--- src/fsac_pkg.sv ---
/*
  fsac_pkg: constants, register map, enumerations and carrier structs
  for the flash security access checker.
  Assumes a 16 kB program store in 512-byte pages behind an APB slave.
*/
package fsac_pkg;

  // program store geometry
  localparam int ADDR_W = 14;
  localparam int PAGE_LSB = 9;
  localparam int PAGE_W = ADDR_W - PAGE_LSB;
  localparam logic [ADDR_W-1:0] LOCK_BYTE_ADDR_DEF = 14'h3DFF;
  localparam logic [ADDR_W-1:0] RSV_BASE_DEF = 14'h3E00;
  localparam logic [7:0] LOCK_ALL_ONES = 8'hFF;

  // key codes, written in this order
  localparam logic [7:0] KEY_FIRST = 8'hA5;
  localparam logic [7:0] KEY_SECOND = 8'hF1;

  // register byte offsets
  localparam logic [7:0] OFS_PROGRAM_STORE_CONTROL_REG = 8'h00;
  localparam logic [7:0] OFS_KEY_REG = 8'h04;
  localparam logic [7:0] OFS_RESET_SOURCE_REGISTER_REG = 8'h08;
  localparam logic [7:0] OFS_LOCK_STAT = 8'h0C;

  // field positions
  localparam int BIT_WRITE_EN = 0;
  localparam int BIT_ERASE_EN = 1;
  localparam int BIT_FLASH_ERR = 6;
  localparam int BIT_ANY_LOCKED = 8;

  // access sources
  typedef enum logic [0:0] {
    SRC_DEBUG = 1'b0,
    SRC_FIRMWARE = 1'b1
  } fsac_src_t;

  // access operations
  typedef enum logic [1:0] {
    OP_READ = 2'b00,
    OP_WRITE = 2'b01,
    OP_PAGE_ERASE = 2'b10,
    OP_DEVICE_ERASE = 2'b11
  } fsac_op_t;

  // key sequencer states; low two bits read back as the key state
  typedef enum logic [1:0] {
    KEY_DEAD = 2'b00,
    KEY_IDLE = 2'b01,
    KEY_GOT_FIRST = 2'b10,
    KEY_OPEN = 2'b11
  } fsac_key_t;

  // one access request toward the flash array
  typedef struct packed {
    fsac_src_t src;
    fsac_op_t op;
    logic [ADDR_W-1:0] addr;
    logic [ADDR_W-1:0] iaddr;
  } fsac_req_t;

  // verdict for one access
  typedef struct packed {
    logic permit;
    logic ignore;
    logic error;
    fsac_op_t op;
    logic [ADDR_W-1:0] addr;
  } fsac_ans_t;

endpackage : fsac_pkg

--- src/fsac_requester.sv ---
/*
  fsac_requester: behavioural core, debug port and flash array.
  Assumes go and cmd change just after a rising pclk edge.
*/
`timescale 1ns/1ps
module fsac_requester (
  input wire logic pclk,
  input wire logic presetn,
  input wire logic go,
  input wire fsac_pkg::fsac_req_t cmd,
  input wire logic [7:0] wdata,
  input wire logic ans_valid,
  input wire fsac_pkg::fsac_ans_t ans,
  output logic req_valid,
  output fsac_pkg::fsac_req_t req,
  output logic [7:0] lock_byte_now,
  output logic flash_busy
);
  logic [7:0] lock_reg = 8'hFF;
  logic [1:0] busy_reg;
  logic ok;
  // each go cycle is one request
  assign req_valid = go;
  assign req = cmd;
  assign lock_byte_now = lock_reg;
  assign flash_busy = busy_reg != 2'h0;
  assign ok = ans_valid && ans.permit;
  // lock byte survives reset; writes clear bits, device erase sets all
  always_ff @(posedge pclk)
  begin
    if (ok && ans.op == fsac_pkg::OP_DEVICE_ERASE)
      lock_reg <= 8'hFF;
    else if (ok && ans.op == fsac_pkg::OP_WRITE && ans.addr == fsac_pkg::LOCK_BYTE_ADDR_DEF)
      lock_reg <= lock_reg & wdata;
  end
  // a write or erase keeps the array busy three cycles
  always_ff @(posedge pclk or negedge presetn)
  begin
    if (!presetn)
      busy_reg <= 2'h0;
    else if (ok && ans.op != fsac_pkg::OP_READ)
      busy_reg <= 2'h3;
    else if (busy_reg != 2'h0)
      busy_reg <= busy_reg - 2'h1;
  end
endmodule : fsac_requester
--- config.mk ---
export PLATFORM = sky130hd
export DESIGN_NAME = fsac_requester
export DESIGN_NICKNAME = d
export VERILOG_FILES = /design/src/fsac_pkg.sv /design/src/fsac_requester.sv
export SDC_FILE = /design/constraint.sdc
export NUM_CORES = 1
export LEC_CHECK = 0
export ABC_CLOCK_PERIOD_IN_PS = 1450
export BUFFER_PORTS_ARGS = -buffer_cell sky130_fd_sc_hd__buf_2
export CAP_MARGIN = 10
export CORE_MARGIN = 1.5
export CORE_UTILIZATION = 30
export CTS_BUF_LIST = sky130_fd_sc_hd__clkbuf_8
export CTS_CLUSTER_DIAMETER = 150
export CTS_CLUSTER_SIZE = 25
export DETAILED_ROUTE_END_ITERATION = 8
export PLACE_DENSITY = 0.84
export SLEW_MARGIN = 20
export SYNTH_ARGS = -nofsm -noshare
export SYNTH_HDL_FRONTEND = slang
export SYNTH_SLANG_ARGS = --single-unit
--- constraint.sdc ---
create_clock -name pclk -period 1.45 [get_ports pclk]
set_input_delay 0.0725 -clock pclk [delete_from_list [all_inputs] [get_ports pclk]]
set_output_delay 0.0725 -clock pclk [all_outputs]
set_load 0.01 [all_outputs]
After elaboration in Yosys (flattened, before gate mapping)
Index checks and enable logic that the tools add are counted.

Register bits: 10. Input bits: 62. Output and inout port bits: 41. Logic and storage cells: 17.

$add $sub $neg: 1. Equal/unequal tests: 3. Mux-type cells: 2. Bitwise gates (word level): 1. Reductions and logical operators: 8.

Operators with widths (count): == test 14 bit (second input constant) (1); bitwise AND 8 bit (1); nonzero test 2 bit (3); logical AND 1 bit (5); two-way mux 2 bit (2); == test 2 x 1 -> 1 bit (second input constant) (1); == test 2 bit (second input constant) (1); subtractor 2 x 1 -> 2 bit (second input constant) (1).

Depth between registers and ports, before layout
Gate-level depths: netlist of run 1.

Word-level depth: 3. Mapped depth: 5. Gate-level depth less buffers: 5.

Worst setup path before layout of run 1
No wires, ideal clock.

Kind: register to register. From: register busy_reg[0]. To: register busy_reg[1]. Library setup time: 0.065 ns. Arrival time: 1.082 ns. Required time: 1.385 ns. Path slack: 0.302 ns. Cell stages (with the launch flop): 6. Buffers on the path: 0. Clock period less this slack: 1.148 ns. Path through: dfrtp_1 inv_1 ha_1 inv_1 mux2_2 nand2_1.

Elaborated cells between the ends (all ways): 5. Those cells by class: add/sub (1); mux (2); reduce/logical (2).

RTL lines: start: declaration (RTL line fsac_requester.sv:20) `logic [1:0] busy_reg;`; start signal: assignment (RTL line fsac_requester.sv:44) `busy_reg <= busy_reg - 2'h1;`; nonzero test 2 bit; named net flash_busy (RTL line fsac_requester.sv:17) `output logic flash_busy`; nonzero test 2 bit (no source line).

The timed path passes the listed nets, and every way through them passes these cells. The select of a mux whose other input is x is not followed. A chain may end at the register's enable or synchronous reset.

Worst setup path in the final report of run 1
From: register busy_reg[0]. To: register busy_reg[1].

Longest elaborated chain between the ends: 3. Elaborated cells between the ends (all ways): 5. Those cells by class: add/sub (1); mux (2); reduce/logical (2).

Ends and longest elaborated chain: subtractor 2 x 1 -> 2 bit (RTL line fsac_requester.sv:44); two-way mux 2 bit (RTL line fsac_requester.sv:43) `else if (busy_reg != 2'h0)`; two-way mux 2 bit (RTL line fsac_requester.sv:41) `else if (ok && ans.op != fsac_pkg::OP_READ)`.

Parallel ways exist; a longest one is shown, timed or not. The select of a mux whose other input is x is not followed.

==> results.toml, run 1 <==
[routing]
wl_per_cell_um = 12.0
ant_nets = 0
vias = 537
drc = 0
firstDrtPassIters = 3
drt_iter0_drc = 9
viasPerCell = 4.51
wl_um = 1430

[critical_path]
worst_setup_path_end_kind = "register"
max_stage_delay_ns = 0.35
worstPathMaxFanout = 2
cp.arrival_ns = 1.30
startpoint_type = "register"
required_ns = 1.62
cpMaxStageDelayCell = "dfrtp_1"
cp_cell_sequence = "inv_1, ha_1, inv_1, mux2_2, nand2_1"
crit_type = "reg -> reg"
cpMostUsedCell = "inv_1"

[yosys]
yosysMostFrequentCell = "buf_4"
synth_nets = 146
synth_edf_count = 0
syn-instance-count = 83
syn_area_um2 = 697
ys.flop_type = "dfxtp_1"
synth_top_area_cell = "buf_4"
syn_area_per_cell_um2 = 8.40
async_reset_ff_share_pct = 20.0
ys_seq_area_share_pct = 30.2
ys_warn_count = 0
synth_cell_types = 19
synth_area_leaders = "buf_4 (36%), dfxtp_1 (23%), dfrtp_1 (7.2%), a21oi_1 (5.7%), nor3_1 (5.7%)"
synth_top_area_share_pct = 35.5
ys_top_cells_by_count = "buf_4 (33), a21oi_1 (8), dfxtp_1 (8), nor2_1 (8), nor3_1 (8)"
synth-seq-cells = 10

[sta]
fin_crit_sh_pct = 78.3
fmax_mhz = 881
worst_pin_slew_ns = 0.348
relSlewSlack_pct = 76.7
hold_violations = 0
fin_setup_tns_ns = 0
rsz0062_at_grt = "false"
slew_viol_final = 0
setup_viol = 0
fin_skew_ns = 0.0000663
post-route-min-period_ns = 1.13

[grt]
gr-total-overflow = 0
grt_use_total_pct = 11.4
antenna_found_initial = 0
grt_max_degree = 9
grt_pass1_vias = 513
grt_pass1_wl_um = 2190

[floorplan]
io_pins = 103
core_area_um2 = 2210
die_h_um = 51.2
initial_core_util_pct = 31.5
rows = 17
die_x_um = 51.2
die_area_um2 = 2620

[clock_tree]
path_clk_slew_ns = 0.05
cts_buffers = 3
cts_root_buf = "clkbuf_8"
cts_tree = "yes"
cts_buffer_depth = 2
h-tree-depth = 1
clock_latency_ns = 0.23
cts_resized = 0
clock-sinks = 10

[placed_design]
io_buffers = 36
post-dp-hpwl_um = 1140
dpl_cell_area_um2 = 664
place_congestion = 0.681

[min_path]
min_path_type = "in -> reg"

[layout]
fill_cells = 245
drive_above_1_share_pct = 47.3
multi_input_area_um2 = 228
layout.nets = 155
largest_reg_flops = 8
synthToLayoutAreaGrowth_pct = 3.23
post-route-cell-area_um2 = 719
diodes = 0
seq_area_um2 = 210

[power]
pwr_density_cell_nw_per_um2 = 1170
ir_drop_mv = 0.436
leakagePower_nw = 0.340

[outcome]
outcome = "complete, no violations"

[run]
cap_violations = 0
-- path summary, 6_finish.rpt --
check	to	depth (start not counted)	startpoint	slack (ns)
worst min-delay path	lock_byte_now[1]	3	wdata[1]	0.12
min in group asynchronous	busy_reg[0]	2	presetn	0.15
worst min register to register	lock_byte_now[4]	2	lock_byte_now[4]	0.49
worst max register to register	busy_reg[1]	5	busy_reg[0]	0.32
max in group asynchronous	busy_reg[1]	2	presetn	1.20
worst max-delay path	busy_reg[1]	5	busy_reg[0]	0.32
-- stage by stage --
| step | hold WS, ns | std cells | total power, mW | util (%) | setup slack, ns |
|---|---|---|---|---|---|
| CTS | 0.118 | 119 | 0.849 | 32.5 | 0.309 |
| floorplan | -0.223 | 83 | 0.565 | - | 0.302 |
| finish | 0.117 | 119 | 0.839 | 32.5 | 0.315 |
| global route | 0.118 | 119 | 0.908 | 32.5 | 0.250 |
| global placement | -0.143 | 114 | 0.544 | 30.0 | 0.356 |
| detailed placement | -0.139 | 114 | 0.557 | 30.0 | 0.323 |
-- cell type report --
cell class                      count  share of cell area [%]
Multi-Input combinational cell     37                    31.7
Sequential cell                    10                    29.2
Timing Repair Buffer               37                    26.4
Clock buffer                        3                    5.74
Tap cell                           28                    4.87
Inverter                            3                    1.57
Clock inverter                      1                   0.522
-- kinds of logic after synthesis --
logic type	Yosys count	share of synthesized area (%)
buffers and inverters	36	37.2
and+or+nand+nor	25	21.2
DFF	10	30.2
AOI/OAI and AO/OA	9	6.82
xor gates and xnor gates	1	1.26
muxes	1	1.62
adders and majority gates	1	1.80
-- placed cells by master (no fill, tap or decap) --
master	instances
a21oi_1	8
and4_1	1
buf_2	36
clkbuf_8	3
dfrtp_1	2
dfxtp_1	8
dlygate4sd3_1	1
ha_1	1
inv_1	4
mux2_2	1
nand2_1	2
nand3_1	1
nand3_2	1
nand4_1	1
nand4b_1	1
nand4b_2	1
nor2_1	8
nor3_1	8
nor3_4	1
o211ai_1	1
xor2_1	1
-- routing by layer --
metal | global-route usage [%] | wire length [um] | vias up
met1 | 11.6 | 572 | 235
met2 | 18.6 | 680 | 31
met5 | 0 | 0 | -
met4 | 6.31 | 27 | 0
li1 | - | - | 263
met3 | 5.85 | 148 | 8
-- where the power goes --
group          switching [mW]  total [mW]  internal (mW)  leakage [nW]
Clock                   0.104       0.289          0.185        0.0269
Sequential             0.0173       0.336          0.319        0.0875
Combinational          0.0997       0.214          0.115         0.226
Total                   0.221       0.839          0.618         0.340
-- worst max-delay path: cells and delay by family (launching register included) --
family | cells | cell delay (ns)
AND/OR/NAND/NOR | 1 | 0.06
multiplexers | 1 | 0.32
adder cells (fa/ha/maj) | 1 | 0.22
flip-flops | 1 | 0.35
buffers and inverters | 2 | 0.13
-- timing repair --
item	CTS	global route
hold buffers	1	0
endpoints found under the hold margin	2	0
buffers inserted	0	0
No activity file was read; power rests on OpenSTA's default activity.
==> run 2, diff against run 1 <==
Settings changed: ABC_CLOCK_PERIOD_IN_PS 1450 to 1050.
Clock period 1.45 ns to 1.05 ns, I/O delays scaled along.
==> run 2 against run 1 <==
Net effect:
- utilization up 2.5 points
- global-route usage up 0.26 points
- die area stayed put
- design area increased by 7.7%
- combinational power is 130% higher
- total power grew 72%
- non-clock buffer count is 3 higher
- register-to-register slack got worse by 0.30 ns
- via count increased by 5.0%
- fmax rose by 9.2%
==> results.toml, run 2 (same netlist as run 1, synthesis figures left out) <==
[min_path]
worstHoldStart = "wdata[3]"
min_path_type = "in -> reg"
whs_path_depth = 3

[layout]
fill_cells = 248
stdcell_count = 122
diodes = 0
final_cell_mix = "buf_2 (35), nor3_1 (8), nor2_1 (8), a21oi_1 (8), dfxtp_1 (8)"
synthToLayoutAreaGrowth_pct = 11.1
drive_above_1_share_pct = 54.3
final_common_cell = "buf_2"
largest_reg_flops = 8
layout.nets = 158

[critical_path]
cpMostUsedCell = "inv_2"
startpoint_type = "register"
worstPathMaxFanout = 2
rr_endpoint = "busy_reg[1]"
reg2reg_slack_ns = 0.01
crit_type = "reg -> reg"
cp.arrival_ns = 1.21
crit_path_start = "busy_reg[1]"
r2r_start = "busy_reg[1]"
cpMaxStageDelayCell = "dfrtp_1"
worst_setup_path_end_kind = "register"
required_ns = 1.22
r2r_cells = 5
max_stage_delay_ns = 0.37
crit_end = "busy_reg[1]"
cp_cell_sequence = "inv_2, ha_4, inv_2, mux2_4, nand2_1"

[floorplan]
core_area_um2 = 2210
io_pins = 103
die_h_um = 51.2
initial_core_util_pct = 31.5
rows = 17
die_area_um2 = 2620
die_x_um = 51.2

[grt]
grt_pass1_wl_um = 2240
grt_use_total_pct = 11.6
grt_pass1_vias = 534
use_met1_pct = 10.4
antenna_found_initial = 0
grt_max_degree = 9
top_usage_layer = "met2"
gr-total-overflow = 0
met2_usage_pct = 20.1
grtUsageMet3_pct = 4.97

[sta]
fmax_mhz = 962
worst_pin_slew_ns = 0.348
hold_violations = 0
slew_viol_final = 0
setup_viol = 0
rsz0062_at_grt = "true"
post-route-min-period_ns = 1.04
fin_skew_ns = 0.0000632
fin_crit_sh_pct = 99.0
relSlewSlack_pct = 76.7

[routing]
drt_iter0_drc = 2
ant_nets = 0
viasPerCell = 4.62
firstDrtPassIters = 4
wl_per_cell_um = 12.7
vias = 564
wl_um = 1550
drc = 0

[clock_tree]
h-tree-depth = 1
cts_buffer_depth = 2
path_clk_slew_ns = 0.05
cts_root_buf = "clkbuf_8"
cts_tree = "yes"
clock_latency_ns = 0.23
clock-sinks = 10
cts_buffers = 3

[power]
pwr_density_cell_nw_per_um2 = 1860
leakagePower_nw = 0.362
ir_drop_mv = 0.610
finalPower_mw = 1.44

[run]
cap_violations = 0

[placed_design]
io_buffers = 36
post-dp-hpwl_um = 1260
place_congestion = 0.566
placedCellCount = 115

[outcome]
outcome = "complete, no violations"
[run 2: cell types whose count changed in the layout (fill, tap and decap cells not counted), sizes merged]
cell | previous run | this run
buf | 36 | 39
inv | 4 | 3
clkbuf | 3 | 4
[run 2: how the worst min path moves through the flow]
stage,endpoint,slack (ns)
floorplan,busy_reg[0],-0.24
detailed placement,busy_reg[0],-0.16
CTS,lock_byte_now[5],0.09
finish,lock_byte_now[3],0.09
global route,lock_byte_now[3],0.09
global placement,busy_reg[0],-0.16
[run 2: critical path: cells and delay by family (launching register included)]
family | cells | cell delay [ns]
adders and majority gates | 1 | 0.14
buffers and inverters | 2 | 0.12
DFF | 1 | 0.37
muxes | 1 | 0.28
and+or+nand+nor | 1 | 0.06
[run 2: cell type report]
cell class	count	area [um^2]	share of cell area [%]
sequential	10	210	27.1
timing repair buffer	40	219	28.3
inverter	3	11.3	1.45
multi-input combinational	37	244	31.5
clock buffer	4	55.1	7.11
tap	28	35.0	4.52
[run 2: repair_timing]
action / in CTS / in global routing
endpoints found under the setup margin: 2 / 2
pin swaps: 1 / 1
setup buffers: 0 / 2
hold endpoints to repair: 2 / 0
gates resized for setup: 4 / 0
hold buffers: 1 / 0
gates cloned: 0 / 0
[run 2: report_power, final]
| group | switching [mW] | internal [mW] |
|---|---|---|
| combinational | 0.199 | 0.291 |
| clock | 0.151 | 0.330 |
| sequential | 0.0300 | 0.440 |
[run 2: metrics by stage]
stage          util, %  instance area (um^2)  setup slack (ns)  hold slack [ns]  TNS (ns)
2_1_floorplan        -                   703          -0.00390           -0.243  -0.00390
3_3_place_gp      30.7                   678           0.00857           -0.163         0
3_5_place_dp      30.7                   678           -0.0498           -0.159   -0.0498
4_1_cts           34.3                   759          -0.00742           0.0902  -0.00742
5_1_grt           35.0                   774           -0.0265           0.0919   -0.0336
6_report          35.0                   774            0.0109           0.0926         0
[run 2: per-layer routing]
metal,share of wire [%],vias to the layer above
li1,-,267
met1,34,249
met2,52,34
met3,12,14
met4,2.8,0
met5,0,-
==> run 3, diff against run 2 <==
Settings changed: ABC_CLOCK_PERIOD_IN_PS 1050 to 1090.
Clock period 1.05 ns to 1.09 ns, I/O delays scaled along.
==> run 3 against run 2 <==
Net effect:
- sequential share of layout area is 0.27 points higher
- register-to-register slack hardly changed
- via count is 2.1% lower
- design area is 0.97% lower
- sequential power is 4.3% lower
- non-clock buffer count is 1 lower
- wire length is 1.5% lower
- combinational power is 6.1% lower
- fmax is 2.9% lower
- utilization is 0.34 points lower
- first-iteration DRC count grew to 5.0 times the previous value
- critical path type unchanged
- largest cell class unchanged
- largest power group is now clock
- highest routed layer unchanged
==> results.toml, run 3 (same netlist as run 1, synthesis figures left out) <==
[critical_path]
worst_setup_path_end_kind = "register"
critPathTopFamily = "flip-flops"
cp_cell_sequence = "inv_1, ha_4, inv_2, mux2_4, nand2_1"
rr_endpoint = "busy_reg[1]"
startpoint_type = "register"
path_buf_inv = 2
r2r_cells = 5
max_stage_delay_ns = 0.36
cp.arrival_ns = 1.24
worstPathMaxFanout = 2
r2r_start = "busy_reg[1]"
required_ns = 1.26
crit_type = "reg -> reg"
reg2reg_slack_ns = 0.02
cpMaxStageDelayCell = "dfrtp_1"

[sta]
relSlewSlack_pct = 76.3
post-route-min-period_ns = 1.07
worst_pin_slew_ns = 0.354
fin_skew_ns = 0.0000197
slew_viol_final = 0
hold_violations = 0
fin_crit_sh_pct = 98.2
fmax_mhz = 934
fin_ws_ns = 0.0194
setup_viol = 0

[floorplan]
core_area_um2 = 2210
initial_core_util_pct = 31.5
rows = 17
die_x_um = 51.2
io_pins = 103
die_area_um2 = 2620
die_h_um = 51.2

[min_path]
worstHoldStart = "wdata[6]"
min_path_type = "in -> reg"
whs_path_depth = 3
min_to = "lock_byte_now[6]"

[routing]
drc = 0
vias = 552
ant_nets = 0
viasPerCell = 4.56
drt_iter0_drc = 10
wl_um = 1530
wl_per_cell_um = 12.6
firstDrtPassIters = 4

[placed_design]
dp_slack_ns = -0.00121
io_buffers = 36
post-dp-hpwl_um = 1170
place_congestion = 0.619

[clock_tree]
clock-sinks = 10
cts_tree = "yes"
cts_buffer_depth = 2
clock_latency_ns = 0.23
h-tree-depth = 1
cts_buffers = 3
path_clk_slew_ns = 0.05
cts_root_buf = "clkbuf_8"

[layout]
utilization_pct = 34.7
fill_cells = 242
multi_input_area_um2 = 244
final_common_cell = "buf_2"
seq_area_um2 = 210
synthToLayoutAreaGrowth_pct = 10.1
drive_above_1_share_pct = 52.7
largest_reg_flops = 8
layout.nets = 157
final_cell_mix = "buf_2 (35), nor3_1 (8), nor2_1 (8), a21oi_1 (8), dfxtp_1 (8)"
diodes = 0

[run]
cap_violations = 0

[power]
pwr_density_cell_nw_per_um2 = 1800
ir_drop_mv = 0.753
leakagePower_nw = 0.358

[grt]
grt_use_total_pct = 11.4
grt_pass1_wl_um = 2110
antenna_found_initial = 0
grt_pass1_vias = 510
grt_max_degree = 9
gr-total-overflow = 0

[outcome]
outcome = "complete, no violations"
[run 3: changes by cell type in the layout (fill, tap and decap cells not counted)]
| cell | before | now |
|---|---|---|
| buf_4 | 3 | 2 |
| inv_2 | 3 | 2 |
| inv_1 | 0 | 1 |
[run 3: worst register-to-register path, cell delays in order (launching register included)]
cell and delay [ns]:
dfrtp_1 0.36, inv_1 0.10, ha_4 0.15, inv_2 0.05, mux2_4 0.29, nand2_1 0.06
[run 3: how the worst max path moves through the flow]
stage | start | endpoint | slack (ns) | cells past startpoint
4_1_cts | busy_reg[0] | flash_busy | 0.001 | 4
6_report | busy_reg[1] | busy_reg[1] | 0.02 | 5
5_1_grt | busy_reg[1] | busy_reg[1] | -0.005 | 5
3_3_place_gp | busy_reg[0] | busy_reg[1] | 0.04 | 5
3_5_place_dp | busy_reg[0] | busy_reg[1] | -0.001 | 5
2_1_floorplan | busy_reg[0] | busy_reg[1] | 0.01 | 5
[run 3: metal layers]
layer	vias up	track usage [%]	wire, um
met4	0	9.46	44
li1	265	-	-
met5	-	0	0
met3	12	5.56	177
met2	33	19.0	747
met1	242	10.4	555
[run 3: where the power goes]
group | internal, mW | switching [mW] | total, mW
sequential | 0.424 | 0.0263 | 0.450
clock | 0.318 | 0.152 | 0.470
combinational | 0.265 | 0.194 | 0.459
[run 3: area by class of cell]
class                           instances  share of cell area, %
Multi-Input combinational cell         37                   31.8
Timing Repair Buffer                   39                   27.6
Sequential cell                        10                   27.4
Clock buffer                            4                   7.18
Tap cell                               28                   4.57
Inverter                                3                   1.47
[run 3: timing repair]
item                                    in CTS  in global routing
hold endpoints to repair                     2                  0
cloned                                       0                  0
setup buffers                                1                  1
hold buffers                                 1                  0
pin swaps                                    1                  1
gates resized for setup                      0                  4
endpoints found under the setup margin       2                  2
[run 3: through the flow]
| stage | instance area (um^2) | hold slack [ns] | cells | setup TNS (ns) | total power, mW |
|---|---|---|---|---|---|
| floorplan | 699 | -0.241 | 83 | 0 | 0.761 |
| global placement | 667 | -0.162 | 114 | 0 | 0.732 |
| detailed placement | 667 | -0.158 | 114 | -0.00121 | 0.754 |
| CTS | 739 | 0.0904 | 120 | 0 | 1.26 |
| global route | 767 | 0.102 | 121 | -0.00909 | 1.45 |
| finish | 767 | 0.0874 | 121 | 0 | 1.38 |
